File: config.mk
export PLATFORM = sky130hd
export DESIGN_NAME = hpc_top
export DESIGN_NICKNAME = d
export VERILOG_FILES = /design/src/hpc_sync.v /design/src/hpc_top.v
export VERILOG_INCLUDE_DIRS = /design/src
export SDC_FILE = /design/constraint.sdc
export NUM_CORES = 1
export LEC_CHECK = 0
export ABC_CLOCK_PERIOD_IN_PS = 1700
export BUFFER_PORTS_ARGS = -buffer_cell sky130_fd_sc_hd__clkbuf_2
export CORE_MARGIN = 2
export CORE_UTILIZATION = 47
export DETAILED_ROUTE_END_ITERATION = 10
export GPL_TIMING_DRIVEN = 0
export PLACE_DENSITY_LB_ADDON = 0.25
export SLEW_MARGIN = 20
export SYNTH_ARGS = -nofsm -noshare
export SYNTH_HDL_FRONTEND = slang
export SYNTH_SLANG_ARGS = --single-unit
File: constraint.sdc
create_clock -name mclk_in -period 1.7 [get_ports mclk_in]
set_clock_uncertainty 0.2 [all_clocks]
set_input_delay 0.255 -clock mclk_in [delete_from_list [all_inputs] [get_ports mclk_in]]
set_output_delay 0.255 -clock mclk_in [all_outputs]
set_load 0.005 [all_outputs]
File: src/hpc_map.vh
// constants for the hub port power and strap block: register offsets,
// reset values, field positions and timing counts.
// assumes a single 10 MHz device clock; included by the top module only, not by the synchroniser.
//
// Functional notes
// - indicator polarity follows latched strap hi bit
// - indicator asserted at high speed, negated otherwise
// - port 1 power pin high enables power
// - port 2 power pin high enables power
// - port 1 combined pin: open-drain enable, overcurrent sense
// - port 2 combined pin: open-drain enable, overcurrent sense
// - port 1 charging strap one means supported
// - port 2 charging strap one means supported
// - both method straps together pick configuration method
// - straps latch after every reset release
// - self power sampled in configuration state
// - self power frozen unless dynamic switching enabled
// - dynamic switching only when register holds 0x41
// - dynamic register written by smbus or otp
// - fixed device state from register when detect used
// - self power level one means local supply
`ifndef HPC_MAP_VH
`define HPC_MAP_VH

// ----------------------------------------------------------------
// register map
// ----------------------------------------------------------------
`define HPC_DYN_PWR_ADDR 16'h4134
`define HPC_FIXED_DEV_ADDR 16'h4135
`define HPC_DYN_PWR_RESET 8'hC1
`define HPC_DYN_PWR_ENABLE 8'h41
`define HPC_FIXED_DEV_RESET 2'b00
`define HPC_UNMAPPED_READ 8'h00

// ----------------------------------------------------------------
// field positions of the synchronised strap and sense pin vector
// ----------------------------------------------------------------
`define HPC_SYNC_W 11
`define HPC_BIT_SEL_HI 0
`define HPC_BIT_SEL_LO 1
`define HPC_BIT_CHG1 2
`define HPC_BIT_CHG2 3
`define HPC_BIT_FIX0 4
`define HPC_BIT_FIX1 5
`define HPC_BIT_SELF 6
`define HPC_BIT_OC1 7
`define HPC_BIT_OC2 8
`define HPC_BIT_CTL1 9
`define HPC_BIT_CTL2 10

// ----------------------------------------------------------------
// timing
// ----------------------------------------------------------------
`define HPC_CLK_PERIOD_NS 100
`define HPC_SETTLE_NS 1000
`define HPC_OC_BLANK_NS 1000
`define HPC_SETTLE_CYC ((`HPC_SETTLE_NS + `HPC_CLK_PERIOD_NS - 1) / `HPC_CLK_PERIOD_NS)
`define HPC_OC_BLANK_CYC ((`HPC_OC_BLANK_NS + `HPC_CLK_PERIOD_NS - 1) / `HPC_CLK_PERIOD_NS)

`endif

File: src/hpc_sync.v
// two flip-flop synchroniser for the strap and sense pins.
// assumes inputs are asynchronous to mclk_in; resets to all zeros.
`timescale 1ns/100ps

module hpc_sync #(
   parameter WIDTH = 11
) (
   input wire mclk_in,
   input wire rst_n_in,
   input wire [WIDTH-1:0] async_in,
   output wire [WIDTH-1:0] sync_out
);

   reg [WIDTH-1:0] stage1_reg;
   reg [WIDTH-1:0] stage2_reg;

   // stage1 feeds only stage2
   always @(posedge mclk_in or negedge rst_n_in) begin
      if (!rst_n_in) begin
         stage1_reg <= {WIDTH{1'b0}};
         stage2_reg <= {WIDTH{1'b0}};
      end else begin
         stage1_reg <= async_in;
         stage2_reg <= stage1_reg;
      end
   end

   assign sync_out = stage2_reg;

endmodule

File: src/hpc_top.v
// pin-level power and strap logic of a two-port hub: speed indicator,
// port power enables, combined open-drain control pins, strap latches,
// self power detect and the dynamic power register.
// assumes hub core signals and register/otp ports are on mclk_in;
// straps, sense pins and control pin inputs are asynchronous pins.
`timescale 1ns/100ps
`include "hpc_map.vh"

module hpc_top (
   input wire mclk_in,
   input wire rst_n_in,
   // straps and sense pins
   input wire config_method_strap_hi_in,
   input wire config_method_strap_lo_in,
   input wire port1_charging_strap_in,
   input wire port2_charging_strap_in,
   input wire [1:0] fixed_device_straps_in,
   input wire self_power_detect_in,
   input wire port1_overcurrent_low_in,
   input wire port2_overcurrent_low_in,
   // combined control pins
   input wire port1_combined_control_pin_in,
   output wire port1_combined_control_pin_out,
   output wire port1_combined_control_pin_oe_n_out,
   input wire port2_combined_control_pin_in,
   output wire port2_combined_control_pin_out,
   output wire port2_combined_control_pin_oe_n_out,
   // hub core side
   input wire upstream_connected_in,
   input wire upstream_high_speed_in,
   input wire combined_control_mode_in,
   input wire self_power_function_in,
   input wire port1_power_request_in,
   input wire port2_power_request_in,
   // smbus register port
   input wire reg_write_in,
   input wire reg_read_in,
   input wire [15:0] reg_addr_in,
   input wire [7:0] reg_wdata_in,
   output wire [7:0] reg_rdata_out,
   // otp load of the dynamic power register
   input wire otp_load_in,
   input wire [7:0] otp_data_in,
   // outputs
   output wire upstream_speed_indicator_out,
   output wire port1_power_enable_out,
   output wire port2_power_enable_out,
   output wire port1_overcurrent_out,
   output wire port2_overcurrent_out,
   output wire port1_charging_enable_out,
   output wire port2_charging_enable_out,
   output wire [1:0] config_method_out,
   output wire self_powered_out,
   output wire [1:0] fixed_device_out,
   output wire config_done_out
);

   // ----------------------------------------------------------------
   // constants
   // ----------------------------------------------------------------
   localparam ST_SETTLE = 2'd0;
   localparam ST_CONFIG = 2'd1;
   localparam ST_RUN = 2'd2;

   localparam integer SETTLE_CYC = `HPC_SETTLE_CYC;
   localparam integer BLANK_CYC = `HPC_OC_BLANK_CYC;
   localparam [3:0] SETTLE_LAST = SETTLE_CYC[3:0] - 4'h1;
   localparam [3:0] BLANK_LAST = BLANK_CYC[3:0];

   // ----------------------------------------------------------------
   // functions
   // ----------------------------------------------------------------
   // overcurrent sense level for one port; in combined mode the pin
   // itself is read, and only while released, since driving it low
   // would read back as a false fault
   function sense_fault;
      input combined;
      input pin_level;
      input dedicated_level;
      begin
         if (combined) begin
            sense_fault = ~pin_level;
         end else begin
            sense_fault = ~dedicated_level;
         end
      end
   endfunction

   // blanking counter step, saturating at the blank length
   function [3:0] blank_step;
      input powered;
      input [3:0] count;
      begin
         if (!powered) begin
            blank_step = 4'h0;
         end else if (count != BLANK_LAST) begin
            blank_step = count + 4'h1;
         end else begin
            blank_step = count;
         end
      end
   endfunction

   // ----------------------------------------------------------------
   // pin synchronisers
   // ----------------------------------------------------------------
   wire [`HPC_SYNC_W-1:0] pins_raw;
   wire [`HPC_SYNC_W-1:0] pins_s;

   assign pins_raw = {port2_combined_control_pin_in,
                      port1_combined_control_pin_in,
                      port2_overcurrent_low_in,
                      port1_overcurrent_low_in,
                      self_power_detect_in,
                      fixed_device_straps_in[1],
                      fixed_device_straps_in[0],
                      port2_charging_strap_in,
                      port1_charging_strap_in,
                      config_method_strap_lo_in,
                      config_method_strap_hi_in};

   hpc_sync #(
      .WIDTH(`HPC_SYNC_W)
   ) u_sync (
      .mclk_in(mclk_in),
      .rst_n_in(rst_n_in),
      .async_in(pins_raw),
      .sync_out(pins_s)
   );

   // ----------------------------------------------------------------
   // configuration sequence after reset release
   // ----------------------------------------------------------------
   reg [1:0] state_reg;
   reg [1:0] state_next;
   reg [3:0] settle_cnt_reg;
   reg [3:0] settle_cnt_next;

   always @* begin
      state_next = state_reg;
      settle_cnt_next = settle_cnt_reg;
      case (state_reg)
         ST_SETTLE: begin
            // wait for the synchronised straps to be stable
            if (settle_cnt_reg == SETTLE_LAST) begin
               state_next = ST_CONFIG;
            end else begin
               settle_cnt_next = settle_cnt_reg + 4'h1;
            end
         end
         ST_CONFIG: begin
            state_next = ST_RUN;
         end
         ST_RUN: begin
            state_next = ST_RUN;
         end
         default: begin
            state_next = ST_SETTLE;
            settle_cnt_next = 4'h0;
         end
      endcase
   end

   always @(posedge mclk_in or negedge rst_n_in) begin
      if (!rst_n_in) begin
         state_reg <= ST_SETTLE;
         settle_cnt_reg <= 4'h0;
      end else begin
         state_reg <= state_next;
         settle_cnt_reg <= settle_cnt_next;
      end
   end

   wire in_config = (state_reg == ST_CONFIG);
   wire in_run = (state_reg == ST_RUN);

   // ----------------------------------------------------------------
   // strap latches
   // ----------------------------------------------------------------
   // one reset input serves both power-on and external reset, so each
   // release walks through the configuration state again
   reg sel_hi_reg;
   reg sel_lo_reg;
   reg chg1_reg;
   reg chg2_reg;
   reg [1:0] fix_strap_reg;

   always @(posedge mclk_in or negedge rst_n_in) begin
      if (!rst_n_in) begin
         sel_hi_reg <= 1'b0;
         sel_lo_reg <= 1'b0;
         chg1_reg <= 1'b0;
         chg2_reg <= 1'b0;
         fix_strap_reg <= 2'b00;
      end else if (in_config) begin
         sel_hi_reg <= pins_s[`HPC_BIT_SEL_HI];
         sel_lo_reg <= pins_s[`HPC_BIT_SEL_LO];
         chg1_reg <= pins_s[`HPC_BIT_CHG1];
         chg2_reg <= pins_s[`HPC_BIT_CHG2];
         fix_strap_reg <= {pins_s[`HPC_BIT_FIX1], pins_s[`HPC_BIT_FIX0]};
      end
   end

   assign config_method_out = {sel_hi_reg, sel_lo_reg};
   assign port1_charging_enable_out = chg1_reg;
   assign port2_charging_enable_out = chg2_reg;
   assign config_done_out = in_run;

   // ----------------------------------------------------------------
   // registers: dynamic power and fixed device state
   // ----------------------------------------------------------------
   // an otp load locks the value; later smbus writes are ignored
   reg [7:0] dyn_pwr_reg;
   reg otp_lock_reg;
   reg [1:0] fixed_dev_reg;
   reg [7:0] rdata_reg;

   wire wr_dyn = reg_write_in & (reg_addr_in == `HPC_DYN_PWR_ADDR);
   wire wr_fix = reg_write_in & (reg_addr_in == `HPC_FIXED_DEV_ADDR);

   always @(posedge mclk_in or negedge rst_n_in) begin
      if (!rst_n_in) begin
         dyn_pwr_reg <= `HPC_DYN_PWR_RESET;
         otp_lock_reg <= 1'b0;
         fixed_dev_reg <= `HPC_FIXED_DEV_RESET;
      end else begin
         if (otp_load_in) begin
            dyn_pwr_reg <= otp_data_in;
            otp_lock_reg <= 1'b1;
         end else if (wr_dyn && !otp_lock_reg) begin
            dyn_pwr_reg <= reg_wdata_in;
         end
         if (wr_fix) begin
            fixed_dev_reg <= reg_wdata_in[1:0];
         end
      end
   end

   always @(posedge mclk_in or negedge rst_n_in) begin
      if (!rst_n_in) begin
         rdata_reg <= `HPC_UNMAPPED_READ;
      end else if (reg_read_in) begin
         if (reg_addr_in == `HPC_DYN_PWR_ADDR) begin
            rdata_reg <= dyn_pwr_reg;
         end else if (reg_addr_in == `HPC_FIXED_DEV_ADDR) begin
            rdata_reg <= {6'b00_0000, fixed_dev_reg};
         end else begin
            rdata_reg <= `HPC_UNMAPPED_READ;
         end
      end
   end

   assign reg_rdata_out = rdata_reg;

   wire dyn_enable = (dyn_pwr_reg == `HPC_DYN_PWR_ENABLE);

   // strap pins are ignored when the detect function shares them
   assign fixed_device_out = self_power_function_in ? fixed_dev_reg : fix_strap_reg;

   // ----------------------------------------------------------------
   // self power detect
   // ----------------------------------------------------------------
   reg self_pwr_reg;

   always @(posedge mclk_in or negedge rst_n_in) begin
      if (!rst_n_in) begin
         self_pwr_reg <= 1'b0;
      end else if (in_config) begin
         self_pwr_reg <= pins_s[`HPC_BIT_SELF];
      end else if (in_run && dyn_enable) begin
         self_pwr_reg <= pins_s[`HPC_BIT_SELF];
      end
   end

   // one means a local supply, zero means bus powered
   assign self_powered_out = self_pwr_reg;

   // ----------------------------------------------------------------
   // upstream speed indicator
   // ----------------------------------------------------------------
   reg spd_ind_reg;
   wire spd_asserted = in_run & upstream_connected_in & upstream_high_speed_in;

   always @(posedge mclk_in or negedge rst_n_in) begin
      if (!rst_n_in) begin
         spd_ind_reg <= 1'b0;
      end else begin
         spd_ind_reg <= spd_asserted ^ sel_hi_reg;
      end
   end

   assign upstream_speed_indicator_out = spd_ind_reg;

   // ----------------------------------------------------------------
   // port power and overcurrent
   // ----------------------------------------------------------------
   // sensing is blanked after power-on so inrush and the slow rise of
   // the pulled-up combined pin are not taken as a fault
   reg pwr1_on_reg;
   reg pwr2_on_reg;
   reg oc1_reg;
   reg oc2_reg;
   reg [3:0] blank1_reg;
   reg [3:0] blank2_reg;
   reg pin1_reg;
   reg pin2_reg;
   reg ctl1_oe_n_reg;
   reg ctl2_oe_n_reg;

   wire oc1_event = in_run & pwr1_on_reg & (blank1_reg == BLANK_LAST) &
                    sense_fault(combined_control_mode_in, pins_s[`HPC_BIT_CTL1], pins_s[`HPC_BIT_OC1]);
   wire oc2_event = in_run & pwr2_on_reg & (blank2_reg == BLANK_LAST) &
                    sense_fault(combined_control_mode_in, pins_s[`HPC_BIT_CTL2], pins_s[`HPC_BIT_OC2]);

   // a fault holds until the core drops the request; a new fault wins
   wire oc1_next = oc1_event | (oc1_reg & port1_power_request_in);
   wire oc2_next = oc2_event | (oc2_reg & port2_power_request_in);
   wire pwr1_next = in_run & port1_power_request_in & ~oc1_next;
   wire pwr2_next = in_run & port2_power_request_in & ~oc2_next;

   always @(posedge mclk_in or negedge rst_n_in) begin
      if (!rst_n_in) begin
         pwr1_on_reg <= 1'b0;
         pwr2_on_reg <= 1'b0;
         oc1_reg <= 1'b0;
         oc2_reg <= 1'b0;
         blank1_reg <= 4'h0;
         blank2_reg <= 4'h0;
         pin1_reg <= 1'b0;
         pin2_reg <= 1'b0;
         ctl1_oe_n_reg <= 1'b1;
         ctl2_oe_n_reg <= 1'b1;
      end else begin
         pwr1_on_reg <= pwr1_next;
         pwr2_on_reg <= pwr2_next;
         oc1_reg <= oc1_next;
         oc2_reg <= oc2_next;
         blank1_reg <= blank_step(pwr1_next, blank1_reg);
         blank2_reg <= blank_step(pwr2_next, blank2_reg);
         // dedicated pin drives high for power on, low for off
         pin1_reg <= pwr1_next & ~combined_control_mode_in;
         pin2_reg <= pwr2_next & ~combined_control_mode_in;
         // combined pin: pull low to disable, release to enable
         ctl1_oe_n_reg <= ~(combined_control_mode_in & ~pwr1_next);
         ctl2_oe_n_reg <= ~(combined_control_mode_in & ~pwr2_next);
      end
   end

   assign port1_power_enable_out = pin1_reg;
   assign port2_power_enable_out = pin2_reg;
   assign port1_combined_control_pin_out = 1'b0;
   assign port2_combined_control_pin_out = 1'b0;
   assign port1_combined_control_pin_oe_n_out = ctl1_oe_n_reg;
   assign port2_combined_control_pin_oe_n_out = ctl2_oe_n_reg;
   assign port1_overcurrent_out = oc1_reg;
   assign port2_overcurrent_out = oc2_reg;

endmodule

==> results.json, run 1 <==
{
  "critPathKind": "reg2reg",
  "drive_gt1_share_pct": 36.4,
  "dp_hpwl_um": 4010,
  "wirelength_um": 5830,
  "clockRootBuffer": "clkbuf_8",
  "finalSetupTns_ns": 0,
  "final_nets": 432,
  "clock_sinks": 71,
  "setup_ws_ns": 0.0323,
  "finalCriticalPeriod_ns": 1.67,
  "portBuffers": 75,
  "core_um2": 6030,
  "cts_tree": "done",
  "slew_viol_final": 0,
  "place_area_um2": 3490,
  "crit_family": "flip-flops",
  "leakage_uw": 0.00191,
  "min_path_cells": 2,
  "cp.required_ns": 1.72,
  "synth_edf_count": 0,
  "fmax_mhz": 600,
  "arrival_ns": 1.68,
  "cts_buffers": 9,
  "cp_max_fo": 4,
  "grt_pass1_vias": 2314,
  "synthArstFlopShare_pct": 100,
  "fin_cells": 449,
  "finalSetupViolations": 0,
  "use_met3_pct": 6.13,
  "hold_start": "combined_control_mode_in",
  "rr_startpoint": "state_reg[0]",
  "wl_per_cell_um": 13.0,
  "synthFlopType": "dfrtp_1",
  "syn_inst": 253,
  "ys_seq_elements": 71,
  "clk_pin_slew_ns": 0.08,
  "via_per_inst": 5.00,
  "cap_violations": 0,
  "rsz0062_at_grt": "true",
  "rr_worst_depth": 6,
  "dr.pass1.iters": 4,
  "hold_viol": 0,
  "drcViolationCount": 0,
  "die_x_um": 83.6,
  "grt_max_degree": 55,
  "grt_usage_pct": 18.2,
  "antenna_found_initial": 0,
  "mappedNetlistArea_um2": 2980,
  "grt_pass1_wl_um": 10100,
  "gp_congestion": 0.758,
  "htreeDepth": 3,
  "fp.dieH_um": 83.6,
  "grt-ovfl-total": 0,
  "dp_cells": 405,
  "grt_util_met1_pct": 22.5,
  "path_cells": "inv_2 > ha_4 > inv_2 > nor4b_2 > a31oi_1 > mux2_1",
  "diodes": 0,
  "vdd_drop_max_mv": 0.643,
  "rr_endpoint": "self_powered_out",
  "cp_slowest_cell": "dfrtp_1",
  "min_to": "port1_combined_control_pin_oe_n_out",
  "syn_area_per_cell_um2": 11.8,
  "cts_buffer_depth": 2,
  "endpoint_kind": "flip-flop",
  "pwr_density_cell_nw_per_um2": 875,
  "critPathMostFrequentCell": "inv_2",
  "nFillCells": 464,
  "place_ws_ns": -0.149,
  "yosysWarnings": 0,
  "syn_to_final_growth_pct": 36.4,
  "yosysSeqAreaShare_pct": 59.9,
  "finalInstanceArea_um2": 4060,
  "drtIter0Drc": 94,
  "finalCritPeriodShare_pct": 98.1,
  "initial_core_util_pct": 49.4,
  "holdCritPathClass": "in2reg",
  "status": "finished clean",
  "max_stage_delay_ns": 0.40,
  "grt_use_met2_pct": 29.5,
  "ys_types": 41,
  "cp_num_buf_inv": 2,
  "clock_latency_ns": 0.34,
  "rows": 28,
  "start_kind": "flip-flop",
  "pin_count": 79,
  "regToRegSetupSlack_ns": 0.03,
  "utilization_pct": 67.4,
  "busiest_layer": "met2",
  "drt.antenna.violating_nets": 0,
  "num_vias": 2247,
  "die-area_um2": 6980
}
## power by group
part	switching [uW]	leakage, uW	internal [uW]
Clock	602	0.000106	824
Combinational	143	0.000947	172
Sequential	40.0	0.000858	1770
Total	785	0.00191	2770
## Yosys cell counts, types with 3 or more instances
| library cell | number | area share, % |
|---|---|---|
| a21oi_1 | 13 | 2.2 |
| nor4b_2 | 3 | 1.5 |
| ha_1 | 9 | 3.8 |
| nand2_1 | 10 | 1.3 |
| inv_1 | 15 | 1.9 |
| mux2_1 | 11 | 4.2 |
| dfrtp_1 | 66 | 56 |
| inv_2 | 4 | 0.50 |
| xnor2_1 | 5 | 1.5 |
| clkbuf_1 | 6 | 0.76 |
| o21ai_1 | 12 | 2.0 |
| nor2_1 | 16 | 2.0 |
| nor3_1 | 4 | 0.67 |
| nor2b_1 | 8 | 1.7 |
| a31oi_1 | 7 | 1.5 |
| and3b_1 | 3 | 0.88 |
| dfstp_2 | 5 | 4.4 |
| buf_4 | 4 | 1.0 |
| o21ai_0 | 8 | 1.3 |
| o22ai_1 | 4 | 0.84 |
| nand3_1 | 13 | 2.2 |
## worst max path at each step
stage                        from                end  depth (start not counted)
global placement         rst_n_in      blank1_reg[2]                          1
detailed placement  blank2_reg[0]      blank2_reg[2]                          7
global route         state_reg[0]   self_powered_out                          6
floorplan            state_reg[0]   self_powered_out                          6
CTS                  state_reg[1]  settle_cnt_reg[3]                          5
finish               state_reg[0]   self_powered_out                          6
## cell families after synthesis
logic type | synth area share, %
flops | 59.9
mux | 5.59
simple gates | 14.6
other cells | 0.126
buf+inv | 5.21
fa+ha+maj | 3.78
compound gates | 8.70
xor+xnor | 2.06
## metrics by stage
step           hold WS, ns  total power, uW
4_1_cts            0.00122             3590
3_3_place_gp         0.132             2090
3_5_place_dp       -0.0238             2100
2_1_floorplan       -0.241             1940
5_1_grt             0.0226             3720
6_report           0.00994             3550
## metal layers
layer  vias to the layer above  share of wire, %
met2                        65                49
met3                         8               5.1
li1                       1095                 -
met5                         -                 0
met4                         0               1.4
met1                      1079                45
## layout make-up
class,instances,area [um^2],area share (%)
plain buffers,9,68.8,1.70
clock buffers,10,128,3.14
clock inverters,6,86.3,2.13
inverters,19,71.3,1.76
multi-input cells,151,1120,27.5
flip-flops and latches,71,1780,44.0
well taps,75,93.8,2.31
repair buffers,108,709,17.5
## cells in the final DEF (no fill, tap or decap), types with 3 or more instances in the layout
master         synthesis  final
clkbuf_2               0     74
dfrtp_1               66     65
dlygate4sd3_1          0     24
nor2_1                16     15
inv_1                 15     14
a21oi_1               13     13
o21ai_1               12     12
nand3_1               13     11
mux2_1                11     11
buf_4                  4     11
nand2_1               10     10
clkbuf_8               0      9
o21ai_0                8      8
nor2b_1                8      8
a31oi_1                7      7
ha_1                   9      6
inv_2                  4      5
xnor2_1                5      5
dfstp_2                5      5
o22ai_1                4      4
nor4b_2                3      4
clkbuf_1               6      3
## repair_timing
item                                    in CTS  in global routing
setup buffers                                3                  5
hold buffers                                24                  0
pin swaps                                    2                  2
endpoints found under the setup margin      21                 17
endpoints found under the hold margin       89                  0
gates resized for setup                      8                  8
No activity file was read; power rests on OpenSTA's default activity.
==> inputs of run 2 (changes only) <==
CORE_ASPECT_RATIO = 1.5   (was default)
PLACE_DENSITY = 0.76   (was default)
PLACE_DENSITY_LB_ADDON = default   (was 0.25)
==> results.json, run 2 (same netlist as run 1, synthesis figures left out) <==
{
  "rr_endpoint": "self_powered_out",
  "vdd_drop_max_mv": 0.678,
  "path_cells": "buf_4 > ha_2 > a31oi_1 > mux2_1",
  "die-area_um2": 7000,
  "die_x_um": 69.0,
  "finalSetupViolations": 0,
  "layout_commonest_cell": "clkbuf_2",
  "clock_latency_ns": 0.34,
  "cap_violations": 0,
  "crit_end": "self_powered_out",
  "finalCritPeriodShare_pct": 96.3,
  "num_vias": 2284,
  "grt_pass1_wl_um": 10300,
  "clk_pin_slew_ns": 0.07,
  "wl_per_cell_um": 14.0,
  "fp.dieH_um": 101,
  "cp_max_fo": 7,
  "dp_hpwl_um": 4250,
  "drt.antenna.violating_nets": 0,
  "start_kind": "flip-flop",
  "p_int_uw": 2620,
  "syn_to_final_growth_pct": 35.1,
  "switching_share_pct": 23.3,
  "core_um2": 6130,
  "cts_buffers": 9,
  "layout_common_cells": "clkbuf_2 (74), dfrtp_1 (65), dlygate4sd3_1 (26)",
  "leakage_uw": 0.00189,
  "dr.pass1.iters": 4,
  "fmax_mhz": 611,
  "cts_buffer_depth": 2,
  "clock_sinks": 71,
  "use_met3_pct": 5.44,
  "hold_viol": 0,
  "finalCriticalPeriod_ns": 1.64,
  "htreeDepth": 3,
  "clkPwrFrac_pct": 37.5,
  "power_frac_comb_pct": 9.4,
  "drive_gt1_share_pct": 35.8,
  "grt_pass1_vias": 2312,
  "grt-ovfl-total": 0,
  "multiInputGateArea_um2": 1110,
  "final_nets": 430,
  "grt_usage_pct": 20.1,
  "antenna_found_initial": 0,
  "status": "finished clean",
  "pin_count": 79,
  "dp_cells": 404,
  "rsz0062_at_grt": "true",
  "endpoint_kind": "flip-flop",
  "holdCritPathClass": "in2reg",
  "register_area_um2": 1780,
  "fin_cells": 446,
  "wirelength_um": 6240,
  "gp_congestion": 0.808,
  "rr_worst_depth": 4,
  "nFillCells": 480,
  "busiest_layer": "met2",
  "cp_slowest_cell": "dfrtp_1",
  "switchingPower_uw": 795,
  "arrival_ns": 1.66,
  "diodes": 0,
  "via_per_inst": 5.12,
  "critPathKind": "reg2reg",
  "drtIter0Drc": 155,
  "portBuffers": 75,
  "cp.required_ns": 1.72,
  "place_ws_ns": -0.171,
  "grt_use_met2_pct": 33.1,
  "drcViolationCount": 0,
  "cts_tree": "done",
  "initial_core_util_pct": 48.5,
  "max_stage_delay_ns": 0.40,
  "rr_startpoint": "state_reg[0]",
  "slew_viol_final": 0,
  "clockRootBuffer": "clkbuf_8",
  "grt_util_met1_pct": 22.8,
  "setup_ws_ns": 0.0621,
  "regToRegSetupSlack_ns": 0.06,
  "pwr-share-seq_pct": 53.1,
  "pwr_density_cell_nw_per_um2": 848,
  "rows": 35,
  "worstSetupStartpoint": "state_reg[0]",
  "grt_max_degree": 57
}
-- run 2: metrics by stage --
step                      instance area (um^2)  total power [uW]  util (%)  hold WS, ns  setup TNS, ns
after global placement                    3460              2080      56.4        0.134         -20.46
after floorplan                           2990              1940         -       -0.241              0
final                                     4020              3410      65.6       0.0226              0
after CTS                                 3990              3440      65.1      0.00117              0
after detailed placement                  3490              2100      56.9      -0.0330          -1.45
after global routing                      4020              3570      65.6      0.00381         -0.107
-- run 2: what timing repair did --
action,CTS,global route
hold buffers,26,0
resized for setup,8,7
hold endpoints to repair,91,0
cloned,0,0
setup endpoints to repair,21,20
buffers inserted,2,3
pin swaps,1,7
-- run 2: area by class of cell --
cell class	instances	area share, %
Buffer	8	1.62
Clock buffer	10	3.17
Clock inverter	6	1.53
Inverter	19	1.77
Multi-Input combinational cell	151	27.7
Sequential cell	71	44.4
Tap cell	74	2.30
Timing Repair Buffer	107	17.5
-- run 2: power by group through the flow --
stage | Combinational, uW | Sequential [uW] | Clock (uW)
floorplan | 112 | 1830 | 0
global placement | 247 | 1840 | 0
detailed placement | 264 | 1840 | 0
CTS | 318 | 1810 | 1310
global route | 359 | 1820 | 1390
finish | 320 | 1810 | 1280
-- run 2: worst min-delay path by stage --
stage	from	to	slack (ns)	cells after the start
after global routing	reg_wdata_in[2]	dyn_pwr_reg[2]	0.004	3
after CTS	otp_data_in[5]	dyn_pwr_reg[5]	0.001	3
after floorplan	rst_n_in	blank1_reg[0]	-0.24	0
after detailed placement	rst_n_in	reg_rdata_out[7]	-0.03	1
final	otp_data_in[5]	dyn_pwr_reg[5]	0.02	3
after global placement	u_sync.stage1_reg[4]	u_sync.sync_out[4]	0.13	0
-- run 2: metal layers --
layer | share of wire, % | vias up
met5 | 0 | -
met4 | 3.5 | 0
met3 | 3.9 | 23
met2 | 53 | 66
met1 | 40 | 1096
li1 | - | 1099
-- run 2: worst max-delay path: cells and delay by family, from the launching register on --
family / cells / cell delay (ns)
mux: 1 / 0.34
compound gates: 1 / 0.19
fa+ha+maj: 1 / 0.25
flops: 1 / 0.40
buf+inv: 1 / 0.14
==> inputs of run 3 (changes only) <==
ABC_CLOCK_PERIOD_IN_PS = 1690   (was 1700)
CORE_UTILIZATION = 52   (was 47)
PLACE_DENSITY = 0.8   (was 0.76)
SKIP_LAST_GASP = 1   (was default)
clock period = 1.69 ns   (was 1.7 ns; I/O delays follow)
==> results.json, run 3 (same netlist as run 1, synthesis figures left out) <==
{
  "hold_viol": 0,
  "rr_startpoint": "state_reg[1]",
  "switchingPower_uw": 843,
  "place_ws_ns": -0.152,
  "power_uw": 3780,
  "pwr_density_cell_nw_per_um2": 924,
  "rr_worst_depth": 5,
  "fmax_mhz": 595,
  "clock_latency_ns": 0.34,
  "pin_count": 79,
  "pwr-share-seq_pct": 48.2,
  "fp.dieH_um": 96.6,
  "grt_max_degree": 41,
  "initial_core_util_pct": 54.2,
  "drive_gt1_share_pct": 36.3,
  "syn_to_final_growth_pct": 37.6,
  "core_um2": 5490,
  "path_cells": "inv_1 > ha_1 > inv_2 > or3_1 > o22ai_1",
  "nFillCells": 361,
  "finalInstanceArea_um2": 4090,
  "clock_sinks": 71,
  "layout_commonest_cell": "clkbuf_2",
  "holdCritPathClass": "in2reg",
  "max_stage_delay_ns": 0.42,
  "leakage_uw": 0.00193,
  "drt.antenna.violating_nets": 0,
  "clockRootBuffer": "clkbuf_8",
  "layout_common_cells": "clkbuf_2 (74), dfrtp_1 (65), dlygate4sd3_1 (28)",
  "drcViolationCount": 0,
  "min_to": "reg_rdata_out[4]",
  "wl_per_cell_um": 14.7,
  "num_vias": 2307,
  "grt_pass1_vias": 2348,
  "finalCriticalPeriod_ns": 1.68,
  "power_frac_comb_pct": 8.7,
  "status": "finished clean",
  "cp_slowest_cell": "dfrtp_1",
  "start_kind": "flip-flop",
  "die-area_um2": 6360,
  "p_int_uw": 2940,
  "diodes": 0,
  "rsz0062_at_grt": "true",
  "vdd_drop_max_mv": 0.644,
  "grt_usage_pct": 22.2,
  "utilization_pct": 74.5,
  "wirelength_um": 6550,
  "rows": 33,
  "cp_max_fo": 6,
  "cts_tree": "done",
  "arrival_ns": 1.74,
  "regToRegSetupSlack_ns": 0.009,
  "switching_share_pct": 22.3,
  "min_path_cells": 3,
  "cts_buffer_depth": 2,
  "finalCritPeriodShare_pct": 99.5,
  "clkPwrFrac_pct": 43.2,
  "dp_hpwl_um": 4170,
  "setup_ws_ns": 0.00880,
  "grt_pass1_wl_um": 10700,
  "htreeDepth": 3,
  "finalSetupViolations": 0,
  "cts_buffers": 9,
  "multiInputGateArea_um2": 1120,
  "via_per_inst": 5.18,
  "cp.required_ns": 1.75,
  "grt-ovfl-total": 0,
  "register_area_um2": 1780,
  "slew_viol_final": 0,
  "antenna_found_initial": 0,
  "clk_pin_slew_ns": 0.08,
  "drtIter0Drc": 87,
  "final_nets": 433,
  "die_x_um": 65.8,
  "endpoint_kind": "flip-flop",
  "hold_start": "reg_read_in",
  "place_area_um2": 3480,
  "critPathKind": "reg2reg",
  "gp_congestion": 0.758,
  "cap_violations": 0,
  "portBuffers": 75,
  "dr.pass1.iters": 4,
  "rr_endpoint": "settle_cnt_reg[3]"
}
[run 3: layout make-up]
class | count | area share [%]
plain buffers | 8 | 1.59
clock buffers | 9 | 3.03
clock inverters | 7 | 2.93
inverters | 19 | 1.74
multi-input cells | 151 | 27.3
flip-flops and latches | 71 | 43.6
well taps | 70 | 2.14
repair buffers | 110 | 17.7
[run 3: worst max-delay path by stage]
stage | from | to | depth (start not counted)
final | state_reg[1] | settle_cnt_reg[3] | 5
after CTS | state_reg[0] | self_powered_out | 6
after global routing | state_reg[0] | self_powered_out | 6
after floorplan | state_reg[0] | self_powered_out | 6
after detailed placement | state_reg[0] | self_powered_out | 6
after global placement | rst_n_in | u_sync.stage1_reg[3] | 1
[run 3: power by group through the flow]
stage                     clock network (uW)  logic, uW  registers [uW]
after CTS                               1670        322            1820
after detailed placement                   0        260            1850
after global routing                    1740        362            1830
final                                   1630        328            1820
after global placement                     0        248            1850
after floorplan                            0        113            1840
[run 3: per-layer routing]
metal / vias up / routed length (um) / track usage, %
li1: 1098 / - / -
met1: 1095 / 2510 / 26.3
met2: 93 / 3440 / 36.4
met3: 21 / 331 / 4.30
met4: 0 / 265 / 13.1
met5: - / 0 / 0
[run 3: critical path: cells and delay by family (launching register included)]
family / cells / cell delay [ns]
buf+inv: 2 / 0.21
simple gates: 1 / 0.37
compound gates: 1 / 0.14
fa+ha+maj: 1 / 0.26
flops: 1 / 0.42
[run 3: per-stage QoR]
step	hold WS (ns)	std cells	setup TNS, ns
after floorplan	-0.242	254	0
after CTS	0.0102	445	-0.0306
after global routing	0.0270	445	-0.148
final	0.0328	445	0
after global placement	0.132	399	-21.42
after detailed placement	0.0512	400	-0.929
[run 3: timing repair]
| item | 4_1_cts | 5_1_grt |
|---|---|---|
| pin swaps | 1 | 5 |
| endpoints found under the hold margin | 54 | 0 |
| endpoints found under the setup margin | 21 | 20 |
| setup buffers | 4 | 2 |
| resized for setup | 6 | 10 |
| hold buffers | 28 | 0 |
| cloned | 0 | 0 |
